`config.mk`:
```
export PLATFORM = sky130hd
export DESIGN_NAME = regulator_fault_supervisor
export DESIGN_NICKNAME = d
export VERILOG_FILES = /design/src/rtl/fault_sup_pkg.sv /design/src/rtl/flag_sync.sv /design/src/rtl/qual_timer.sv /design/src/rtl/regulator_fault_supervisor.sv
export SDC_FILE = /design/constraint.sdc
export NUM_CORES = 1
export LEC_CHECK = 0
export BUFFER_PORTS_ARGS = -buffer_cell sky130_fd_sc_hd__buf_2
export CAP_MARGIN = 25
export CELL_PAD_IN_SITES_DETAIL_PLACEMENT = 0
export CELL_PAD_IN_SITES_GLOBAL_PLACEMENT = 2
export CORE_MARGIN = 3
export CORE_UTILIZATION = 40
export CTS_BUF_LIST = sky130_fd_sc_hd__clkbuf_2 sky130_fd_sc_hd__clkbuf_4 sky130_fd_sc_hd__clkbuf_8
export DETAILED_ROUTE_END_ITERATION = 12
export PLACE_DENSITY = 0.92
export SYNTH_ARGS = -nofsm -noshare
export SYNTH_HDL_FRONTEND = slang
export SYNTH_HIERARCHICAL = 1
export SYNTH_SLANG_ARGS = --single-unit
```
`constraint.sdc`:
```
create_clock -name mclk_i -period 8.7 [get_ports mclk_i]
set_input_delay 0.435 -clock mclk_i [delete_from_list [all_inputs] [get_ports mclk_i]]
set_output_delay 0.435 -clock mclk_i [all_outputs]
set_load 0.02 [all_outputs]
```
`src/rtl/fault_sup_pkg.sv`:
```
// constants shared by the regulator fault supervisor and its helpers
// assumes a single 125 MHz system clock; the qualification and diode target cycle counts derive from it
package fault_sup_pkg;
    localparam int          CLK_MHZ        = 125;
    localparam int          OC_QUAL_NS     = 120000;
    localparam int          QUAL_NS        = 1000000;
    localparam int          DIODE_TGT_NS   = 40;
    localparam int          CNT_W          = 17;
    localparam logic [16:0] OC_QUAL_CYC    = 17'(OC_QUAL_NS * CLK_MHZ / 1000);
    localparam logic [16:0] QUAL_CYC       = 17'(QUAL_NS * CLK_MHZ / 1000);
    localparam logic [3:0]  DIODE_TGT_CYC  = 4'(DIODE_TGT_NS * CLK_MHZ / 1000);
    localparam logic [3:0]  DIODE_CAP_CYC  = 4'hf;
    localparam logic [11:0] SS_CYC         = 12'h400;
    // apb map
    localparam logic [7:0]  CTRL_ADDR      = 8'h00;
    localparam logic [7:0]  STATUS_ADDR    = 8'h04;
    // ctrl fields
    localparam int          CTRL_PHCFG_LSB = 0;
    localparam int          CTRL_OVS_BIT   = 2;
    localparam logic [2:0]  CTRL_RESET     = 3'h2;
    // phase configuration codes
    localparam logic [1:0]  PHCFG_ONE      = 2'h0;
    localparam logic [1:0]  PHCFG_TWO      = 2'h1;
    localparam logic [1:0]  PHCFG_THREE    = 2'h2;
    // trip level scale codes
    localparam logic [1:0]  SCALE_FULL     = 2'h0;
    localparam logic [1:0]  SCALE_TWO_3RD  = 2'h1;
    localparam logic [1:0]  SCALE_HALF     = 2'h2;
    localparam logic [1:0]  SCALE_ONE_3RD  = 2'h3;
    // status fields
    localparam int          ST_FAULT_LSB   = 0;
    localparam int          ST_OV2_BIT     = 5;
    localparam int          ST_OT_BIT      = 6;
    localparam int          ST_STATE_LSB   = 7;
    localparam int          ST_TRIM_LSB    = 10;
    // latched fault vector positions
    localparam int          F_OC           = 0;
    localparam int          F_IMB          = 1;
    localparam int          F_UV           = 2;
    localparam int          F_OV1          = 3;
    localparam int          F_WOC          = 4;
    localparam int          NQUAL          = 4;
    localparam int          NSYNC          = 20;
    localparam logic [5:0]  TRIM_RESET     = 6'h20;
    typedef enum logic [2:0] {
        ST_OFF     = 3'h0,
        ST_SOFT    = 3'h1,
        ST_RUN     = 3'h3,
        ST_FAULT   = 3'h2,
        ST_OV2_DIS = 3'h6,
        ST_OV2_OFF = 3'h7
    } state_type;
endpackage

```
`src/rtl/flag_sync.sv`:
```
// two-stage synchroniser for a bundle of comparator flags
// assumes flags are quasi-static relative to mclk_i
`timescale 1ns/1ps
module flag_sync #(
    parameter int W = 1
) (
    input  wire logic         mclk_i,
    input  wire logic         reset_i,
    input  wire logic         ce_i,
    input  wire logic [W-1:0] flag_i,
    output logic      [W-1:0] flag_o
);
    logic [W-1:0] meta_ff;
    logic [W-1:0] sync_ff;

    always_ff @(posedge mclk_i) begin
        if (reset_i) begin
            meta_ff <= '0;
            sync_ff <= '0;
        end else if (ce_i) begin
            meta_ff <= flag_i;
            sync_ff <= meta_ff;
        end
    end

    assign flag_o = sync_ff;
endmodule // flag_sync

```
`src/rtl/qual_timer.sv`:
```
// duration qualifier: hit_o rises once cond_i has held for tc_i cycles
// assumes cond_i is already synchronous to mclk_i
`timescale 1ns/1ps
module qual_timer (
    input  wire logic        mclk_i,
    input  wire logic        reset_i,
    input  wire logic        ce_i,
    input  wire logic        arm_i,
    input  wire logic        cond_i,
    input  wire logic [16:0] tc_i,
    output logic             hit_o
);
    logic [16:0] cnt_ff;
    logic [16:0] nxt_cnt;
    logic        hit_ff;
    logic        run_w;
    logic        done_w;

    assign run_w  = arm_i && cond_i;
    assign done_w = (cnt_ff >= tc_i - 17'h00001);
    // any gap in the condition restarts the count
    assign nxt_cnt = !run_w ? 17'h00000 : (done_w ? cnt_ff : cnt_ff + 17'h00001);

    always_ff @(posedge mclk_i) begin
        if (reset_i) begin
            cnt_ff <= 17'h00000;
            hit_ff <= 1'b0;
        end else if (ce_i) begin
            cnt_ff <= nxt_cnt;
            hit_ff <= run_w && done_w;
        end
    end

    assign hit_o = hit_ff;

    AST_QUAL_RESTART: assert property (@(posedge mclk_i) disable iff (reset_i)
        ce_i && !cond_i |=> cnt_ff == 17'h00000 && !hit_o)
        else $error("qualifier did not restart on a gap");
    AST_QUAL_LEN: assert property (@(posedge mclk_i) disable iff (reset_i)
        $rose(hit_o) |-> $past(cnt_ff) == tc_i - 17'h00001)
        else $error("qualifier fired before full interval");
endmodule // qual_timer

```
`src/rtl/regulator_fault_supervisor.sv`:
```
// file: top of the supervisor with apb control/status registers
// assumes comparator flags and modulator gate requests arrive as digital levels
//
// The APB slave port and the address map were left to the implementer.
`timescale 1ns/1ps
module regulator_fault_supervisor #(
    parameter logic [16:0] OC_QUAL_CYC = fault_sup_pkg::OC_QUAL_CYC,
    parameter logic [16:0] QUAL_CYC    = fault_sup_pkg::QUAL_CYC
) (
    input  wire logic        mclk_i,
    input  wire logic        reset_i,
    input  wire logic        ce_i,
    input  wire logic        psel_i,
    input  wire logic        penable_i,
    input  wire logic        pwrite_i,
    input  wire logic [7:0]  paddr_i,
    input  wire logic [31:0] pwdata_i,
    output logic      [31:0] prdata_o,
    output logic             pready_o,
    output logic             pslverr_o,
    input  wire logic        regulator_enable_in_i,
    input  wire logic        supply_ok_i,
    input  wire logic        low_power_state_n_i,
    input  wire logic        deep_sleep_i,
    input  wire logic        overcurrent_trip_i,
    input  wire logic        way_overcurrent_i,
    input  wire logic        imbalance_i,
    input  wire logic        undervoltage_trip_i,
    input  wire logic        overvoltage_trip_i,
    input  wire logic        ov_abs_high_i,
    input  wire logic        ov_abs_release_i,
    input  wire logic        over_temp_i,
    input  wire logic        comp_clamp_i,
    input  wire logic        zero_cross_i,
    input  wire logic        phase_diode_i,
    input  wire logic        vid_down_i,
    input  wire logic        vout_near_vid_i,
    input  wire logic        pwm_low_req_i,
    input  wire logic        pwm_high_req_i,
    output logic             output_ok_flag_o,
    output logic             pwm_tristate_o,
    output logic             high_side_gate_o,
    output logic             low_side_gate_a_o,
    output logic             low_side_gate_b_o,
    output logic             thermal_throttle_n_o,
    output logic             aux_fb_switch_o,
    output logic             soft_start_o,
    output logic      [1:0]  trip_scale_o,
    output logic      [5:0]  zc_trim_o
);
    // synchronised inputs
    logic [fault_sup_pkg::NSYNC-1:0] raw_w;
    logic [fault_sup_pkg::NSYNC-1:0] s_w;
    assign raw_w = {pwm_high_req_i, pwm_low_req_i, vout_near_vid_i, vid_down_i,
                    phase_diode_i, zero_cross_i, comp_clamp_i, over_temp_i,
                    ov_abs_release_i, ov_abs_high_i, overvoltage_trip_i,
                    undervoltage_trip_i, imbalance_i, way_overcurrent_i,
                    overcurrent_trip_i, deep_sleep_i, low_power_state_n_i,
                    supply_ok_i, regulator_enable_in_i, 1'b0};

    flag_sync #(.W(fault_sup_pkg::NSYNC)) u_sync (
        .mclk_i  (mclk_i),
        .reset_i (reset_i),
        .ce_i    (ce_i),
        .flag_i  (raw_w),
        .flag_o  (s_w)
    );

    logic en_s, por_s, lps_n_s, dslp_s, oc_s, woc_s, imb_s, uv_s, ov1_s;
    logic ov2_s, rel_s, ot_s, clamp_s, zc_s, diode_s, vdn_s, near_s, lreq_s, hreq_s;
    assign {hreq_s, lreq_s, near_s, vdn_s, diode_s, zc_s, clamp_s, ot_s, rel_s, ov2_s,
            ov1_s, uv_s, imb_s, woc_s, oc_s, dslp_s, lps_n_s, por_s, en_s} = s_w[19:1];

    // apb registers
    logic [2:0]  ctrl_ff;
    logic [31:0] prdata_ff;
    logic        pready_ff;
    logic        pslverr_ff;
    logic        setup_w;
    logic        access_w;
    logic        hit_ctrl_w;
    logic        hit_stat_w;
    logic [31:0] rdata_w;
    logic [31:0] status_w;

    assign setup_w    = psel_i && !penable_i;
    assign access_w   = psel_i && penable_i && pready_ff;
    assign hit_ctrl_w = (paddr_i == fault_sup_pkg::CTRL_ADDR);
    assign hit_stat_w = (paddr_i == fault_sup_pkg::STATUS_ADDR);
    assign rdata_w    = hit_ctrl_w ? {29'h0, ctrl_ff} : (hit_stat_w ? status_w : 32'h0);

    always_ff @(posedge mclk_i) begin
        if (reset_i) begin
            ctrl_ff    <= fault_sup_pkg::CTRL_RESET;
            prdata_ff  <= 32'h0;
            pready_ff  <= 1'b0;
            pslverr_ff <= 1'b0;
        end else if (ce_i) begin
            pready_ff  <= setup_w;
            pslverr_ff <= setup_w && !hit_ctrl_w && !hit_stat_w;
            prdata_ff  <= setup_w && !pwrite_i ? rdata_w : 32'h0;
            if (access_w && pwrite_i && hit_ctrl_w) begin
                ctrl_ff <= pwdata_i[2:0];
            end
        end
    end

    logic [1:0] phcfg_w;
    logic       ovs_cfg_w;
    assign phcfg_w   = ctrl_ff[fault_sup_pkg::CTRL_PHCFG_LSB +: 2];
    assign ovs_cfg_w = ctrl_ff[fault_sup_pkg::CTRL_OVS_BIT];

    // operating mode
    logic two_ph_op_w;
    logic three_ph_op_w;
    logic de_mode_w;
    logic [1:0] nxt_scale;
    assign de_mode_w     = dslp_s;
    assign three_ph_op_w = (phcfg_w == fault_sup_pkg::PHCFG_THREE) && lps_n_s && !dslp_s;
    assign two_ph_op_w   = !dslp_s && ((phcfg_w == fault_sup_pkg::PHCFG_TWO && lps_n_s)
                          || (phcfg_w == fault_sup_pkg::PHCFG_THREE && !lps_n_s));
    assign nxt_scale = dslp_s && phcfg_w != fault_sup_pkg::PHCFG_ONE ?
                           fault_sup_pkg::SCALE_ONE_3RD :
                       (phcfg_w == fault_sup_pkg::PHCFG_THREE && !lps_n_s) ?
                           fault_sup_pkg::SCALE_TWO_3RD :
                       (phcfg_w == fault_sup_pkg::PHCFG_TWO && !lps_n_s) ?
                           fault_sup_pkg::SCALE_HALF : fault_sup_pkg::SCALE_FULL;

    // fault qualification
    fault_sup_pkg::state_type state_ff, nxt_state;
    logic [4:0]  fault_ff;
    logic [4:0]  nxt_fault;
    logic [3:0]  qcond_w;
    logic [3:0]  qhit_w;
    logic [16:0] qtc_w [fault_sup_pkg::NQUAL];
    logic        arm_w;
    logic        en_w;
    logic        ov_blank_ff;

    assign en_w  = en_s && por_s;
    assign arm_w = en_w && (state_ff == fault_sup_pkg::ST_SOFT
                  || state_ff == fault_sup_pkg::ST_RUN);
    assign qcond_w = {ov1_s && !ov_blank_ff, uv_s, imb_s, oc_s};
    assign qtc_w[fault_sup_pkg::F_OC]  = OC_QUAL_CYC;
    assign qtc_w[fault_sup_pkg::F_IMB] = QUAL_CYC;
    assign qtc_w[fault_sup_pkg::F_UV]  = QUAL_CYC;
    assign qtc_w[fault_sup_pkg::F_OV1] = QUAL_CYC;

    generate
        for (genvar g = 0; g < fault_sup_pkg::NQUAL; g++) begin : g_qual
            qual_timer u_qual (
                .mclk_i  (mclk_i),
                .reset_i (reset_i),
                .ce_i    (ce_i),
                .arm_i   (arm_w),
                .cond_i  (qcond_w[g]),
                .tc_i    (qtc_w[g]),
                .hit_o   (qhit_w[g])
            );
        end
    endgenerate

    // faults set wins over the enable-low clear
    assign nxt_fault = (en_w ? fault_ff : 5'h00)
                     | {woc_s && arm_w, qhit_w};

    // ov blanking during a downward command in diode emulation
    always_ff @(posedge mclk_i) begin
        if (reset_i) begin
            ov_blank_ff <= 1'b0;
        end else if (ce_i) begin
            ov_blank_ff <= de_mode_w && vdn_s ? 1'b1 : (near_s ? 1'b0 : ov_blank_ff);
        end
    end

    // state machine
    logic        ov2_lat_ff;
    logic        ov2_watch_w;
    logic [11:0] ss_cnt_ff;
    assign ov2_watch_w = por_s && (en_s || ov2_lat_ff);

    always_comb begin
        nxt_state = state_ff;
        unique case (state_ff)
            fault_sup_pkg::ST_OFF:
                nxt_state = en_w ? fault_sup_pkg::ST_SOFT : fault_sup_pkg::ST_OFF;
            fault_sup_pkg::ST_SOFT:
                nxt_state = |fault_ff ? fault_sup_pkg::ST_FAULT :
                    (ss_cnt_ff == fault_sup_pkg::SS_CYC ? fault_sup_pkg::ST_RUN
                                                        : fault_sup_pkg::ST_SOFT);
            fault_sup_pkg::ST_RUN:
                nxt_state = |fault_ff ? fault_sup_pkg::ST_FAULT : fault_sup_pkg::ST_RUN;
            fault_sup_pkg::ST_FAULT:
                nxt_state = en_w ? fault_sup_pkg::ST_FAULT : fault_sup_pkg::ST_OFF;
            fault_sup_pkg::ST_OV2_DIS:
                nxt_state = rel_s ? fault_sup_pkg::ST_OV2_OFF : fault_sup_pkg::ST_OV2_DIS;
            fault_sup_pkg::ST_OV2_OFF:
                nxt_state = fault_sup_pkg::ST_OV2_OFF;
            default:
                nxt_state = fault_sup_pkg::ST_OFF;
        endcase
        if (ov2_watch_w && ov2_s && !rel_s) begin
            nxt_state = fault_sup_pkg::ST_OV2_DIS;
        end
        if (!por_s) begin
            nxt_state = fault_sup_pkg::ST_OFF;
        end
    end

    always_ff @(posedge mclk_i) begin
        if (reset_i) begin
            state_ff   <= fault_sup_pkg::ST_OFF;
            fault_ff   <= 5'h00;
            ov2_lat_ff <= 1'b0;
            ss_cnt_ff  <= 12'h000;
        end else if (ce_i) begin
            state_ff   <= nxt_state;
            fault_ff   <= nxt_fault;
            ov2_lat_ff <= por_s && (ov2_lat_ff || (ov2_watch_w && ov2_s));
            ss_cnt_ff  <= state_ff == fault_sup_pkg::ST_SOFT ? ss_cnt_ff + 12'h001 : 12'h000;
        end
    end

    // gate control
    logic lg_on_w;
    logic ovs_cut_w;
    logic zc_cut_ff;
    logic run_w;
    logic ov2_dis_w;
    assign run_w     = (state_ff == fault_sup_pkg::ST_SOFT || state_ff == fault_sup_pkg::ST_RUN)
                      && !(|fault_ff) && !ov2_lat_ff;
    assign ov2_dis_w = (state_ff == fault_sup_pkg::ST_OV2_DIS);
    assign ovs_cut_w = ovs_cfg_w && lps_n_s && clamp_s;
    assign lg_on_w   = run_w && lreq_s && !ovs_cut_w && !zc_cut_ff;

    // zero-crossing cut holds for the rest of the low-side pulse
    always_ff @(posedge mclk_i) begin
        if (reset_i) begin
            zc_cut_ff <= 1'b0;
        end else if (ce_i) begin
            zc_cut_ff <= lreq_s && (zc_cut_ff || (de_mode_w && zc_s));
        end
    end

    // adaptive diode-conduction trim
    logic [3:0] dcnt_ff;
    logic       dmeas_ff;
    logic [5:0] trim_ff;
    logic       lg_fall_w;
    logic       dend_w;
    assign lg_fall_w = low_side_gate_a_o && !lg_on_w && !ov2_dis_w;
    assign dend_w    = dmeas_ff && (!diode_s || dcnt_ff == fault_sup_pkg::DIODE_CAP_CYC);

    always_ff @(posedge mclk_i) begin
        if (reset_i) begin
            dcnt_ff  <= 4'h0;
            dmeas_ff <= 1'b0;
            trim_ff  <= fault_sup_pkg::TRIM_RESET;
        end else if (ce_i) begin
            dmeas_ff <= de_mode_w && (lg_fall_w || (dmeas_ff && !dend_w));
            dcnt_ff  <= dmeas_ff && diode_s ? dcnt_ff + 4'h1 : (lg_fall_w ? 4'h0 : dcnt_ff);
            // one step per diode measurement keeps the loop slow and stable
            if (dend_w && dcnt_ff > fault_sup_pkg::DIODE_TGT_CYC && trim_ff != 6'h00) begin
                trim_ff <= trim_ff - 6'h01;
            end else if (dend_w && dcnt_ff < fault_sup_pkg::DIODE_TGT_CYC
                         && trim_ff != 6'h3f) begin
                trim_ff <= trim_ff + 6'h01;
            end
        end
    end

    // registered outputs
    logic ok_ff, tri_ff, hg_ff, lga_ff, lgb_ff, tt_n_ff, aux_ff, ss_ff;
    logic [1:0] scale_ff;
    always_ff @(posedge mclk_i) begin
        if (reset_i) begin
            ok_ff    <= 1'b0;
            tri_ff   <= 1'b1;
            hg_ff    <= 1'b0;
            lga_ff   <= 1'b0;
            lgb_ff   <= 1'b0;
            tt_n_ff  <= 1'b1;
            aux_ff   <= 1'b0;
            ss_ff    <= 1'b0;
            scale_ff <= fault_sup_pkg::SCALE_FULL;
        end else if (ce_i) begin
            ok_ff    <= run_w && state_ff == fault_sup_pkg::ST_RUN;
            tri_ff   <= !run_w && !ov2_dis_w;
            hg_ff    <= run_w && hreq_s;
            lga_ff   <= ov2_dis_w || lg_on_w;
            lgb_ff   <= ov2_dis_w || (lg_on_w && phcfg_w != fault_sup_pkg::PHCFG_ONE);
            tt_n_ff  <= !ot_s;
            aux_ff   <= phcfg_w == fault_sup_pkg::PHCFG_TWO && two_ph_op_w;
            ss_ff    <= state_ff == fault_sup_pkg::ST_SOFT;
            scale_ff <= nxt_scale;
        end
    end

    assign status_w = {16'h0, trim_ff, state_ff, ot_s, ov2_lat_ff, fault_ff};

    assign prdata_o             = prdata_ff;
    assign pready_o             = pready_ff;
    assign pslverr_o            = pslverr_ff;
    assign output_ok_flag_o     = ok_ff;
    assign pwm_tristate_o       = tri_ff;
    assign high_side_gate_o     = hg_ff;
    assign low_side_gate_a_o    = lga_ff;
    assign low_side_gate_b_o    = lgb_ff;
    assign thermal_throttle_n_o = tt_n_ff;
    assign aux_fb_switch_o      = aux_ff;
    assign soft_start_o         = ss_ff;
    assign trip_scale_o         = scale_ff;
    assign zc_trim_o            = trim_ff;

    AST_WOC_OFF: assert property (@(posedge mclk_i) disable iff (reset_i)
        ce_i && arm_w && woc_s && !ov2_s |-> ##2 pwm_tristate_o && !output_ok_flag_o)
        else $error("way overcurrent did not shut outputs");
    AST_LATCH_HOLD: assert property (@(posedge mclk_i) disable iff (reset_i)
        ce_i && en_w && fault_ff[fault_sup_pkg::F_OC] |=> fault_ff[fault_sup_pkg::F_OC])
        else $error("latched fault lost while enabled");
    AST_CLEAR: assert property (@(posedge mclk_i) disable iff (reset_i)
        ce_i && !en_s && state_ff == fault_sup_pkg::ST_FAULT |=> fault_ff == 5'h00)
        else $error("fault not cleared by enable low");
    AST_OV2_LS: assert property (@(posedge mclk_i) disable iff (reset_i)
        ce_i && ov2_watch_w && ov2_s && !rel_s |-> ##2 low_side_gate_a_o && !output_ok_flag_o)
        else $error("abs overvoltage did not turn low side on");
    AST_OV2_STICKY: assert property (@(posedge mclk_i) disable iff (reset_i)
        ce_i && ov2_lat_ff && por_s |=> ov2_lat_ff)
        else $error("abs overvoltage latch cleared without supply reset");
    AST_TT: assert property (@(posedge mclk_i) disable iff (reset_i)
        ce_i && ot_s |=> !thermal_throttle_n_o)
        else $error("throttle not asserted on over temperature");
    AST_OVS: assert property (@(posedge mclk_i) disable iff (reset_i)
        ce_i && ovs_cut_w && !ov2_dis_w |=> !low_side_gate_a_o && !low_side_gate_b_o)
        else $error("low side on during clamp");
    AST_SCALE: assert property (@(posedge mclk_i) disable iff (reset_i)
        ce_i && phcfg_w == fault_sup_pkg::PHCFG_THREE && !lps_n_s && !dslp_s
        |=> trip_scale_o == fault_sup_pkg::SCALE_TWO_3RD)
        else $error("trip level not scaled to two thirds");
    AST_FB2: assert property (@(posedge mclk_i) disable iff (reset_i)
        ce_i && phcfg_w != fault_sup_pkg::PHCFG_TWO |=> !aux_fb_switch_o)
        else $error("aux switch used outside two-phase config");
endmodule // regulator_fault_supervisor

```
==> parameters.txt, run 1 <==
Parameter                              Value

Finish
  Fin cells    about 2000
  Share of final-layout standard cells stronger than drive strength 1    approximately 8.8%
  Number of nets in the final layout    between 1500 and 2000
  Fin util    approximately 47%
  Total of fill cells in the finished design    about 2700
  Relative area change from synthesis to final layout    14.7%

Timing
  Count of endpoints failing hold in the final timing report    0
  Unrepaired setup endpoints after global routing    false
  Final critical-path share of the clock period    between 30% and 40%
  Max-slew violation total from the final report    0
  Fin crit period    3.03 ns
  Transition time at the pin with the least slew margin    roughly 0.86 ns
  Setup TNS    0 ns
  Fmax achieved    330 MHz
  Worst rel slew slack    ~42%
  Final setup violating endpoints    0
  Clock tree skew after final layout    roughly 0.018 ns

Logic synthesis
  Cells after synthesis    1334
  Yosys warning total    6
  Total standard cell area after synthesis    0.0111 mm2
  Synthesized area per cell    approximately 8.3 um2

Clock tree
  Clock-pin slew on the worst setup and hold paths    ~0.09 ns
  Clock root buffer master    sky130_fd_sc_hd__clkbuf_8
  Clk sinks    between 150 and 200
  Number of buffers on the longest clock path    2
  CTS tree    built
  Level count of the clock H-tree    4
  Post-cts repair resize count    0
  Post-CTS setup repair buffer count    0
  CTS buffer count    17
  Clock latency on the worst-skew pair    between 0.4 and 0.5 ns
  Number of hold-repair buffers added at the cts stage    0

Power and ir drop
  Max VDD drop    between 80 and 90 uV
  Power per unit of standard cell area    approximately 120 mW/mm2
  Static Leak    5.17 nW

Die
  Row Count    60
  Ports placed on the boundary    115
  Die area    around 0.030 mm2
  Chip width    about 170 um
  Core Region    ~0.027 mm2
  Initial Util    about two fifths
  DIE HEIGHT    about 170 um

Placement
  Number of port buffers    69
  Post-detailed-placement half-perimeter wirelength    approximately 19000 um
  GP Congestion    approximately 0.78
  Placed instance count    around 1900

Detailed routing
  Count of unresolved DRC violations after routing    0
  Average vias per placed instance    5.01
  Post-detailed-routing wire length    25700 um
  Initial DRC count    651
  DRT Pass-1 Iters    5
  Via count    around 9800
  Detail Route Antenna Nets    0
  Average routed wire per standard cell    13.1 um

Setup path
  Launch instance of the worst register-to-register path    u_sync/flag_o[2]$_SDFFE_PP0P_
  Slack of the worst reg-to-reg path    roughly 5.7 ns
  Data required time at the worst endpoint    approximately 9 ns
  Endpoint class of the critical path    flop
  Register-to-Register Path Depth    10
  Termination of the worst setup path    g_qual[1].u_qual/cnt_ff[4]$_SDFFE_PP0P_
  Origin of the worst setup path    u_sync/flag_o[2]$_SDFFE_PP0P_
  CP Data Arrival Time    between 3 and 4 ns
  Startpoint class of the critical path    flop
  Reg-to-reg critical path endpoint    g_qual[1].u_qual/cnt_ff[4]$_SDFFE_PP0P_
  Critical Path Fanout Max    17
  Setup Crit Path Kind    reg -> reg

GRT
  Via count of the first global-routing pass    8660
  All-Layer GR Usage    between 10% and 20%
  Pin count of the biggest net entering global routing    73
  Overflow left after global routing    0
  First-pass GRT wire length    ~43000 um
  Antenna violations before repair    2

Job
  Max-cap check violation count    0

Hold path
  Min-Delay Path Class    in -> reg

Outcome
  Outcome    finished clean
cell type report:
cell class | instances | area (um2) | area share, %
inverter | 42 | 158 | 1.24
clock inverter | 11 | 108 | 0.845
sequential | 175 | 3500 | 27.5
tap | 372 | 465 | 3.66
clock buffer | 20 | 256 | 2.01
timing repair buffer | 76 | 403 | 3.16
multi-input combinational | 1264 | 7830 | 61.5
antenna | 2 | 5.00 | 0.0393
metal layers:
layer  global-route usage, %  routed length, um  part of all wire [%]  up-vias
met5                       0                  0                     0        -
met4                    4.60                374                   1.5        0
met3                    2.53                634                   2.5       23
met2                    27.4              12000                    46      117
met1                    23.3              12800                    50     4509
li1                        -                  -                     -     5186
how the worst min path moves through the flow:
stage | start | to | slack [ns] | depth (start not counted)
2_1_floorplan | g_qual[1].u_qual/hit_o$_SDFFE_PP0P_ | g_qual[1].u_qual/hit_o$_SDFFE_PP0P_ | 0.43 | 2
3_3_place_gp | trip_scale_o[1]$_SDFFE_PP0P_ | trip_scale_o[1]$_SDFFE_PP0P_ | 0.45 | 2
3_5_place_dp | soft_start_o$_SDFFE_PP0P_ | soft_start_o$_SDFFE_PP0P_ | 0.45 | 2
4_1_cts | pwdata_i[1] | ctrl_ff[1]$_SDFFE_PP1P_ | 0.16 | 2
5_1_grt | pwdata_i[1] | ctrl_ff[1]$_SDFFE_PP1P_ | 0.16 | 2
6_report | pwdata_i[1] | ctrl_ff[1]$_SDFFE_PP1P_ | 0.19 | 2
power by group:
part	switching (mW)	total [mW]	internal [mW]
clock	0.308	0.547	0.239
combinational	0.0995	0.153	0.0538
sequential	0.0103	0.823	0.813
total	0.418	1.52	1.11
worst max-delay path, stage by stage, from the launching register on:
cell	delay, ns
sky130_fd_sc_hd__dfxtp_1	0.49
sky130_fd_sc_hd__nand2_1	0.20
sky130_fd_sc_hd__nor2_1	0.13
sky130_fd_sc_hd__buf_4	0.24
sky130_fd_sc_hd__nand2_1	0.29
sky130_fd_sc_hd__nor2_1	0.50
sky130_fd_sc_hd__and3_1	0.23
sky130_fd_sc_hd__o211ai_1	0.21
sky130_fd_sc_hd__buf_4	0.26
sky130_fd_sc_hd__or3b_1	0.35
sky130_fd_sc_hd__nand2_1	0.06
registers in the layout (all words and copies together), names as in the netlist, 2 cells and up:
signal / flops
fault_ff: 5
u_sync/meta_ff: 19
prdata_o: 16
ss_cnt_ff: 12
zc_trim_o: 6
g_qual.u_qual/hit_o: 4
u_sync/flag_o: 19
state_ff: 3
g_qual.u_qual/cnt_ff: 68
trip_scale_o: 2
ctrl_ff: 3
dcnt_ff: 4
cell usage in the layout, fill, tap and decap left out, drive strengths merged, types with 13 or more instances in the layout:
cell	instances
or3	17
a22oi	24
and3	27
o311ai	15
inv	46
buf	76
dfxtp	175
mux2i	48
clkbuf	20
o211ai	20
nor3	62
nand2	128
o21ai	42
a21oi	63
or4	22
ha	85
conb	211
or2	13
a21o	16
nor4	14
nor2	127
xnor2	44
xor2	25
nand4	37
o31ai	15
a31oi	25
nand3	76
metrics by stage:
step / setup slack [ns] / hold WS [ns] / area, um2 / power [mW]
finish: 5.67 / 0.185 / 12700 / 1.52
global route: 5.42 / 0.157 / 12700 / 1.60
CTS: 5.70 / 0.157 / 12700 / 1.54
detailed placement: 5.49 / 0.452 / 12400 / 0.991
global placement: 5.50 / 0.451 / 12400 / 0.988
floorplan: 5.87 / 0.431 / 11900 / 0.966
Power figures use the tool's default switching activity.
==> inputs of run 2 (changes only) <==
ABC_AREA = 1   (was not set)
CORE_UTILIZATION = 34   (was 40)
PLACE_DENSITY = 0.87   (was 0.92)
clock period = 2.9 ns   (was 8.7 ns; I/O delays follow)
==> run 2 against run 1 <==
Register-to-register slack lost 5.2 ns; highest routed layer unchanged; sequential share of layout area is 3.5 points lower; wire length up 21%; cell count is 39% higher; critical path type unchanged; clock power rose to 3.4 times the previous value; power rose to 3.4 times the previous value; fmax grew 24%; die area grew 33%.
==> parameters.txt, run 2 <==
Parameter                              Value

Outcome
  Outcome    finished clean

GRT
  Pin count of the biggest net entering global routing    77
  Overflow left after global routing    0
  All-Layer GR Usage    between 10% and 20%
  Antenna violations before repair    1
  Via count of the first global-routing pass    between 10000 and 15000
  First-pass GRT wire length    53200 um

Timing
  Unrepaired setup endpoints after global routing    false
  Setup TNS    0 ns
  Clock tree skew after final layout    between 0.02 and 0.025 ns
  Max-slew violation total from the final report    0
  Worst rel slew slack    between 40% and 50%
  Final critical-path share of the clock period    84.3%
  Count of endpoints failing hold in the final timing report    0
  Final setup violating endpoints    0
  Fin crit period    about 2.4 ns
  Fmax achieved    a little over 400 MHz
  Transition time at the pin with the least slew margin    0.801 ns

Clock tree
  CTS buffer count    17
  Level count of the clock H-tree    4
  Post-cts repair resize count    0
  Clock root buffer master    sky130_fd_sc_hd__clkbuf_8
  Clock-pin slew on the worst setup and hold paths    0.10 ns
  Clk sinks    ~180
  Number of hold-repair buffers added at the cts stage    16
  Post-CTS setup repair buffer count    0
  Number of buffers on the longest clock path    2
  CTS tree    built
  Clock latency on the worst-skew pair    between 0.4 and 0.5 ns

Finish
  Commonest cells after routing, fill and taps aside    sky130_fd_sc_hd__nand2_1 (537), sky130_fd_sc_hd__nor2_1 (362), sky130_fd_sc_hd__inv_1 (210), sky130_fd_sc_hd__conb_1 (199), sky130_fd_sc_hd__dfxtp_1 (175)
  Leading cell type in the layout, fill and taps excluded    sky130_fd_sc_hd__nand2_1
  Count of antenna diodes in the layout    0
  Largest register FFs    slightly below 70
  Reg with most FFs    g_qual.u_qual/cnt_ff
  Share of final-layout standard cells stronger than drive strength 1    just under 9%
  Relative area change from synthesis to final layout    15.1%
  Number of nets in the final layout    between 2000 and 2500

Detailed routing
  Count of unresolved DRC violations after routing    0
  Initial DRC count    ~710
  Average vias per placed instance    approximately 4.4
  Post-detailed-routing wire length    just over 30000 um
  DRT Pass-1 Iters    7
  Detail Route Antenna Nets    0
  Via count    12000
  Average routed wire per standard cell    11.4 um

Die
  Die area    roughly 0.040 mm2
  Core Region    between 0.03 and 0.04 mm2
  Chip width    between 150 and 200 um
  DIE HEIGHT    199 um
  Row Count    70
  Initial Util    roughly a third
  Ports placed on the boundary    roughly 120

Power and ir drop
  Combinational group share of total power    between 10 and 15%
  Sequential share of power    roughly 50%
  Switching power of the nets    about 1.5 mW
  Power per unit of standard cell area    354 mW/mm2
  Static Leak    roughly 7.0 nW
  Total Power    5.16 mW
  Max VDD drop    around 290 uV
  Part of the total power dissipated in the clock network    a little over a third
  Int Pwr    between 3 and 4 mW
  Net switching fraction of the power    approximately 28%

Setup path
  Setup Crit Path Kind    reg -> reg
  Cell breakdown of the critical path    ha_1 > nand3_1 > nand2_1 > nand2_1 > nor2_2 > nand2_2 > inv_1 > ha_1 > nand2_1 > nand2_1 > nand2_1 > nand2_1 > nor2_1 > nand3_1 > nand2_1 > nand2_1 > nand2_1 > nand3_1
  Critical Path Fanout Max    6
  Buf+Inv Stages, Crit Path    1
  Data required time at the worst endpoint    ~3.2 ns
  Cell with the most instances on the worst path    sky130_fd_sc_hd__nand2_1
  Critical Path Max Stage Delay    approximately 0.42 ns
  Endpoint class of the critical path    flop
  Cell family with the largest share of critical-path delay    simple AND/OR/NAND/NOR gates
  CP max-delay cell    sky130_fd_sc_hd__dfxtp_1
  CP Data Arrival Time    approximately 2.8 ns
  Startpoint class of the critical path    flop

Logic synthesis
  Synthesized area per cell    between 6 and 7 um2
  Yosys warning total    6
  Total standard cell area after synthesis    0.0127 mm2
  Cells after synthesis    approximately 2000

Placement
  Post-detailed-placement half-perimeter wirelength    approximately 23000 um
  GP Congestion    between 0.8 and 0.9
  Number of port buffers    69

Hold path
  Min-Delay Path Class    in -> reg

Job
  Max-cap check violation count    0
-- run 2: layer usage --
layer / GRT usage (%) / share of wire [%] / vias to the layer above
li1: - / - / 6587
met4: 3.64 / 1.1 / 0
met2: 29.2 / 48 / 139
met3: 1.85 / 2.3 / 26
met5: 0 / 0 / -
met1: 20.4 / 48 / 5293
-- run 2: worst paths after layout --
| check | startpoint | endpoint | slack [ns] | cells past startpoint |
|---|---|---|---|---|
| min | undervoltage_trip_i | u_sync/meta_ff[8]$_SDFFE_PP0P_ | 0.03 | 5 |
| max | dcnt_ff[0]$_SDFFE_PP0P_ | zc_trim_o[5]$_SDFFE_PP1P_ | 0.46 | 18 |
| min reg2reg | zc_cut_ff$_SDFFE_PP0P_ | zc_cut_ff$_SDFFE_PP0P_ | 0.47 | 2 |
| max reg2reg | dcnt_ff[0]$_SDFFE_PP0P_ | zc_trim_o[5]$_SDFFE_PP1P_ | 0.46 | 18 |
-- run 2: layout make-up --
type | instances | area [um2]
Fill cell | 4052 | 22100
Multi-Input combinational cell | 1717 | 8570
Sequential cell | 175 | 3500
Inverter | 227 | 855
Timing Repair Buffer | 102 | 664
Tap cell | 468 | 586
Clock buffer | 23 | 292
Clock inverter | 8 | 133
-- run 2: power by group through the flow --
| stage | logic [mW] | clock network [mW] | registers (mW) |
|---|---|---|---|
| 2_1_floorplan | 0.602 | 0 | 2.60 |
| 3_3_place_gp | 0.710 | 0 | 2.62 |
| 3_5_place_dp | 0.721 | 0 | 2.62 |
| 4_1_cts | 0.739 | 1.91 | 2.57 |
| 5_1_grt | 0.884 | 2.01 | 2.58 |
| 6_report | 0.747 | 1.85 | 2.56 |
-- run 2: worst reg2reg max path: cells and delay by family (launching register included) --
family	cells	cell delay [ns]
buf+inv	1	0.14
flops	1	0.42
fa+ha+maj	2	0.53
simple gates	15	1.22
-- run 2: per-stage QoR --
stage / utilization [%] / cells / setup slack [ns] / instance area, um2 / hold WS (ns)
2_1_floorplan: - / 2188 / 0.702 / 13400 / 0.214
3_3_place_gp: 38.2 / 2673 / 0.461 / 14000 / 0.360
3_5_place_dp: 38.2 / 2673 / 0.443 / 14000 / 0.363
4_1_cts: 39.8 / 2720 / 0.439 / 14600 / 0.00366
5_1_grt: 39.8 / 2720 / 0.121 / 14600 / 0.0139
6_report: 39.8 / 2720 / 0.456 / 14600 / 0.0283
==> inputs of run 3 (changes only) <==
ABC_AREA = 0   (was 1)
CORE_UTILIZATION = 37   (was 34)
PLACE_DENSITY = 0.86   (was 0.87)
clock period = 2.5 ns   (was 2.9 ns; I/O delays follow)
==> run 3 against run 2 <==
The run now ends with negative setup slack left; non-clock buffer count grew 85; die area is 19% lower; power up 7.7%.
==> parameters.txt, run 3 (synthesized netlist as in run 1, its figures left out) <==
Parameter                              Value

Placement
  Post-detailed-placement half-perimeter wirelength    around 21000 um
  Number of port buffers    between 60 and 70
  Worst Setup Slack post-DPL    -0.0770 ns
  Total placed instance area    ~0.013 mm2
  GP Congestion    ~0.8

Power and ir drop
  Max VDD drop    309 uV
  Int Pwr    between 4 and 5 mW
  Sequential share of power    between 50 and 60%
  Net switching fraction of the power    27.4%
  Power per unit of standard cell area    approximately 400 mW/mm2
  Combinational group share of total power    11.0%
  Switching power of the nets    around 1.5 mW
  Part of the total power dissipated in the clock network    between 30% and 40%
  Static Leak    ~5.8 nW

Setup path
  Startpoint class of the critical path    flop
  Data required time at the worst endpoint    slightly below 3 ns
  Cell breakdown of the critical path    or4_4 > o32a_4 > nand2_4 > inv_6 > ha_4 > nor2b_1 > o21a_1 > o21ai_1 > or3b_4 > a21oi_2
  Endpoint class of the critical path    flop
  CP max-delay cell    sky130_fd_sc_hd__or4_4
  Critical Path Fanout Max    4
  Critical Path Max Stage Delay    between 0.5 and 0.6 ns
  CP Data Arrival Time    approximately 2.9 ns
  Setup Crit Path Kind    reg -> reg

GRT
  Pin count of the biggest net entering global routing    54
  Antenna violations before repair    0
  Via count of the first global-routing pass    approximately 9500
  First-pass GRT wire length    between 40000 and 50000 um
  Overflow left after global routing    0
  All-Layer GR Usage    approximately 18%

Detailed routing
  Detail Route Antenna Nets    0
  Average routed wire per standard cell    approximately 14 um
  DRT Pass-1 Iters    6
  Average vias per placed instance    roughly 5
  Post-detailed-routing wire length    around 28000 um
  Count of unresolved DRC violations after routing    0
  Initial DRC count    a little over 700
  Via count    between 10000 and 15000

Finish
  Number of nets in the final layout    1838
  Count of antenna diodes in the layout    0
  Relative area change from synthesis to final layout    24.3%
  Share of final-layout standard cells stronger than drive strength 1    about 15%
  Post-layout instance area    between 0.01 and 0.015 mm2
  Leading cell type in the layout, fill and taps excluded    sky130_fd_sc_hd__conb_1
  Largest register FFs    68
  Fin util    about 47%
  Commonest cells after routing, fill and taps aside    sky130_fd_sc_hd__conb_1 (211), sky130_fd_sc_hd__dfxtp_1 (165), sky130_fd_sc_hd__nand2_1 (127), sky130_fd_sc_hd__nor2_1 (126), sky130_fd_sc_hd__buf_4 (95)
  Reg with most FFs    g_qual.u_qual/cnt_ff

Clock tree
  CTS buffer count    17
  Clk sinks    ~180
  Level count of the clock H-tree    4
  Post-CTS setup repair buffer count    0
  Number of buffers on the longest clock path    2
  CTS tree    built
  Clock-pin slew on the worst setup and hold paths    roughly 0.1 ns
  Clock latency on the worst-skew pair    around 0.46 ns
  Clock root buffer master    sky130_fd_sc_hd__clkbuf_8

Die
  Chip width    179 um
  Initial Util    a little under two fifths
  Core Region    ~0.029 mm2
  Ports placed on the boundary    between 100 and 150
  Die area    about 0.032 mm2
  Row Count    62
  DIE HEIGHT    between 150 and 200 um

Timing
  Final critical-path share of the clock period    101%
  Minimum hold slack    between 0.03 and 0.04 ns
  Final setup violating endpoints    2
  Max-slew violation total from the final report    0
  Fin crit period    approximately 2.5 ns
  Transition time at the pin with the least slew margin    0.707 ns
  Fmax achieved    between 300 and 400 MHz
  Least setup slack across all paths after layout    -0.0209 ns
  Count of endpoints failing hold in the final timing report    0
  Worst rel slew slack    between 50 and 60%
  Clock tree skew after final layout    about 0.022 ns
  Unrepaired setup endpoints after global routing    true

Outcome
  Violations in the final reports    negative setup slack
  Outcome    finished, violations left

Job
  Max-cap check violation count    0

Hold path
  Min-Delay Path Class    in -> reg
run 3: worst paths after layout:
| check | startpoint | end | slack, ns | cells past startpoint |
|---|---|---|---|---|
| max | zc_trim_o[2]$_SDFFE_PP0P_ | zc_trim_o[4]$_SDFFE_PP0P_ | -0.02 | 10 |
| min | reset_i | fault_ff[3]$_SDFFE_PP0P_ | 0.03 | 2 |
| min reg2reg | soft_start_o$_SDFFE_PP0P_ | soft_start_o$_SDFFE_PP0P_ | 0.47 | 2 |
| max reg2reg | zc_trim_o[2]$_SDFFE_PP0P_ | zc_trim_o[4]$_SDFFE_PP0P_ | -0.02 | 10 |
run 3: final cells by class:
cell class                      instances  area (um2)
Fill cell                            2924       15400
Multi-Input combinational cell       1264        7900
Sequential cell                       175        3520
Timing Repair Buffer                  187        1320
Tap cell                              384         480
Clock buffer                           20         263
Inverter                               42         163
Clock inverter                         12         151
run 3: per-stage QoR:
step	total power, mW	TNS [ns]	instances
finish	5.56	-0.0281	2084
global route	5.82	-0.200	2084
CTS	5.62	-0.0146	2084
detailed placement	3.49	-0.151	2029
global placement	3.49	-0.0577	2029
floorplan	3.36	-0.112	1543
run 3: power by group through the flow:
| stage | clock [mW] | combinational, mW | sequential [mW] |
|---|---|---|---|
| after detailed placement | 0 | 0.570 | 2.92 |
| after floorplan | 0 | 0.437 | 2.92 |
| after CTS | 2.16 | 0.600 | 2.86 |
| final | 2.09 | 0.614 | 2.86 |
| after global routing | 2.25 | 0.701 | 2.87 |
| after global placement | 0 | 0.563 | 2.92 |
run 3: layer usage:
| metal | vias up | track usage [%] | routed length (um) |
|---|---|---|---|
| li1 | 5429 | - | - |
| met5 | - | 0 | 0 |
| met1 | 4724 | 24.6 | 13900 |
| met2 | 132 | 29.5 | 13300 |
| met3 | 18 | 2.31 | 719 |
| met4 | 0 | 3.70 | 262 |
run 3: critical path, delay by kind of cell (launching register included):
family | cells | cell delay [ns]
DFF | 1 | 0.35
and+or+nand+nor | 4 | 1.12
adders and majority gates | 1 | 0.21
AOI/OAI and AO/OA | 4 | 0.73
buffers and inverters | 1 | 0.05
run 3: repair_timing:
action | 4_1_cts | 5_1_grt
setup endpoints to repair | 2 | 18
gates resized for setup | 7 | 10
hold endpoints to repair | 24 | 0
pin swaps | 2 | 7
hold buffers | 23 | 0
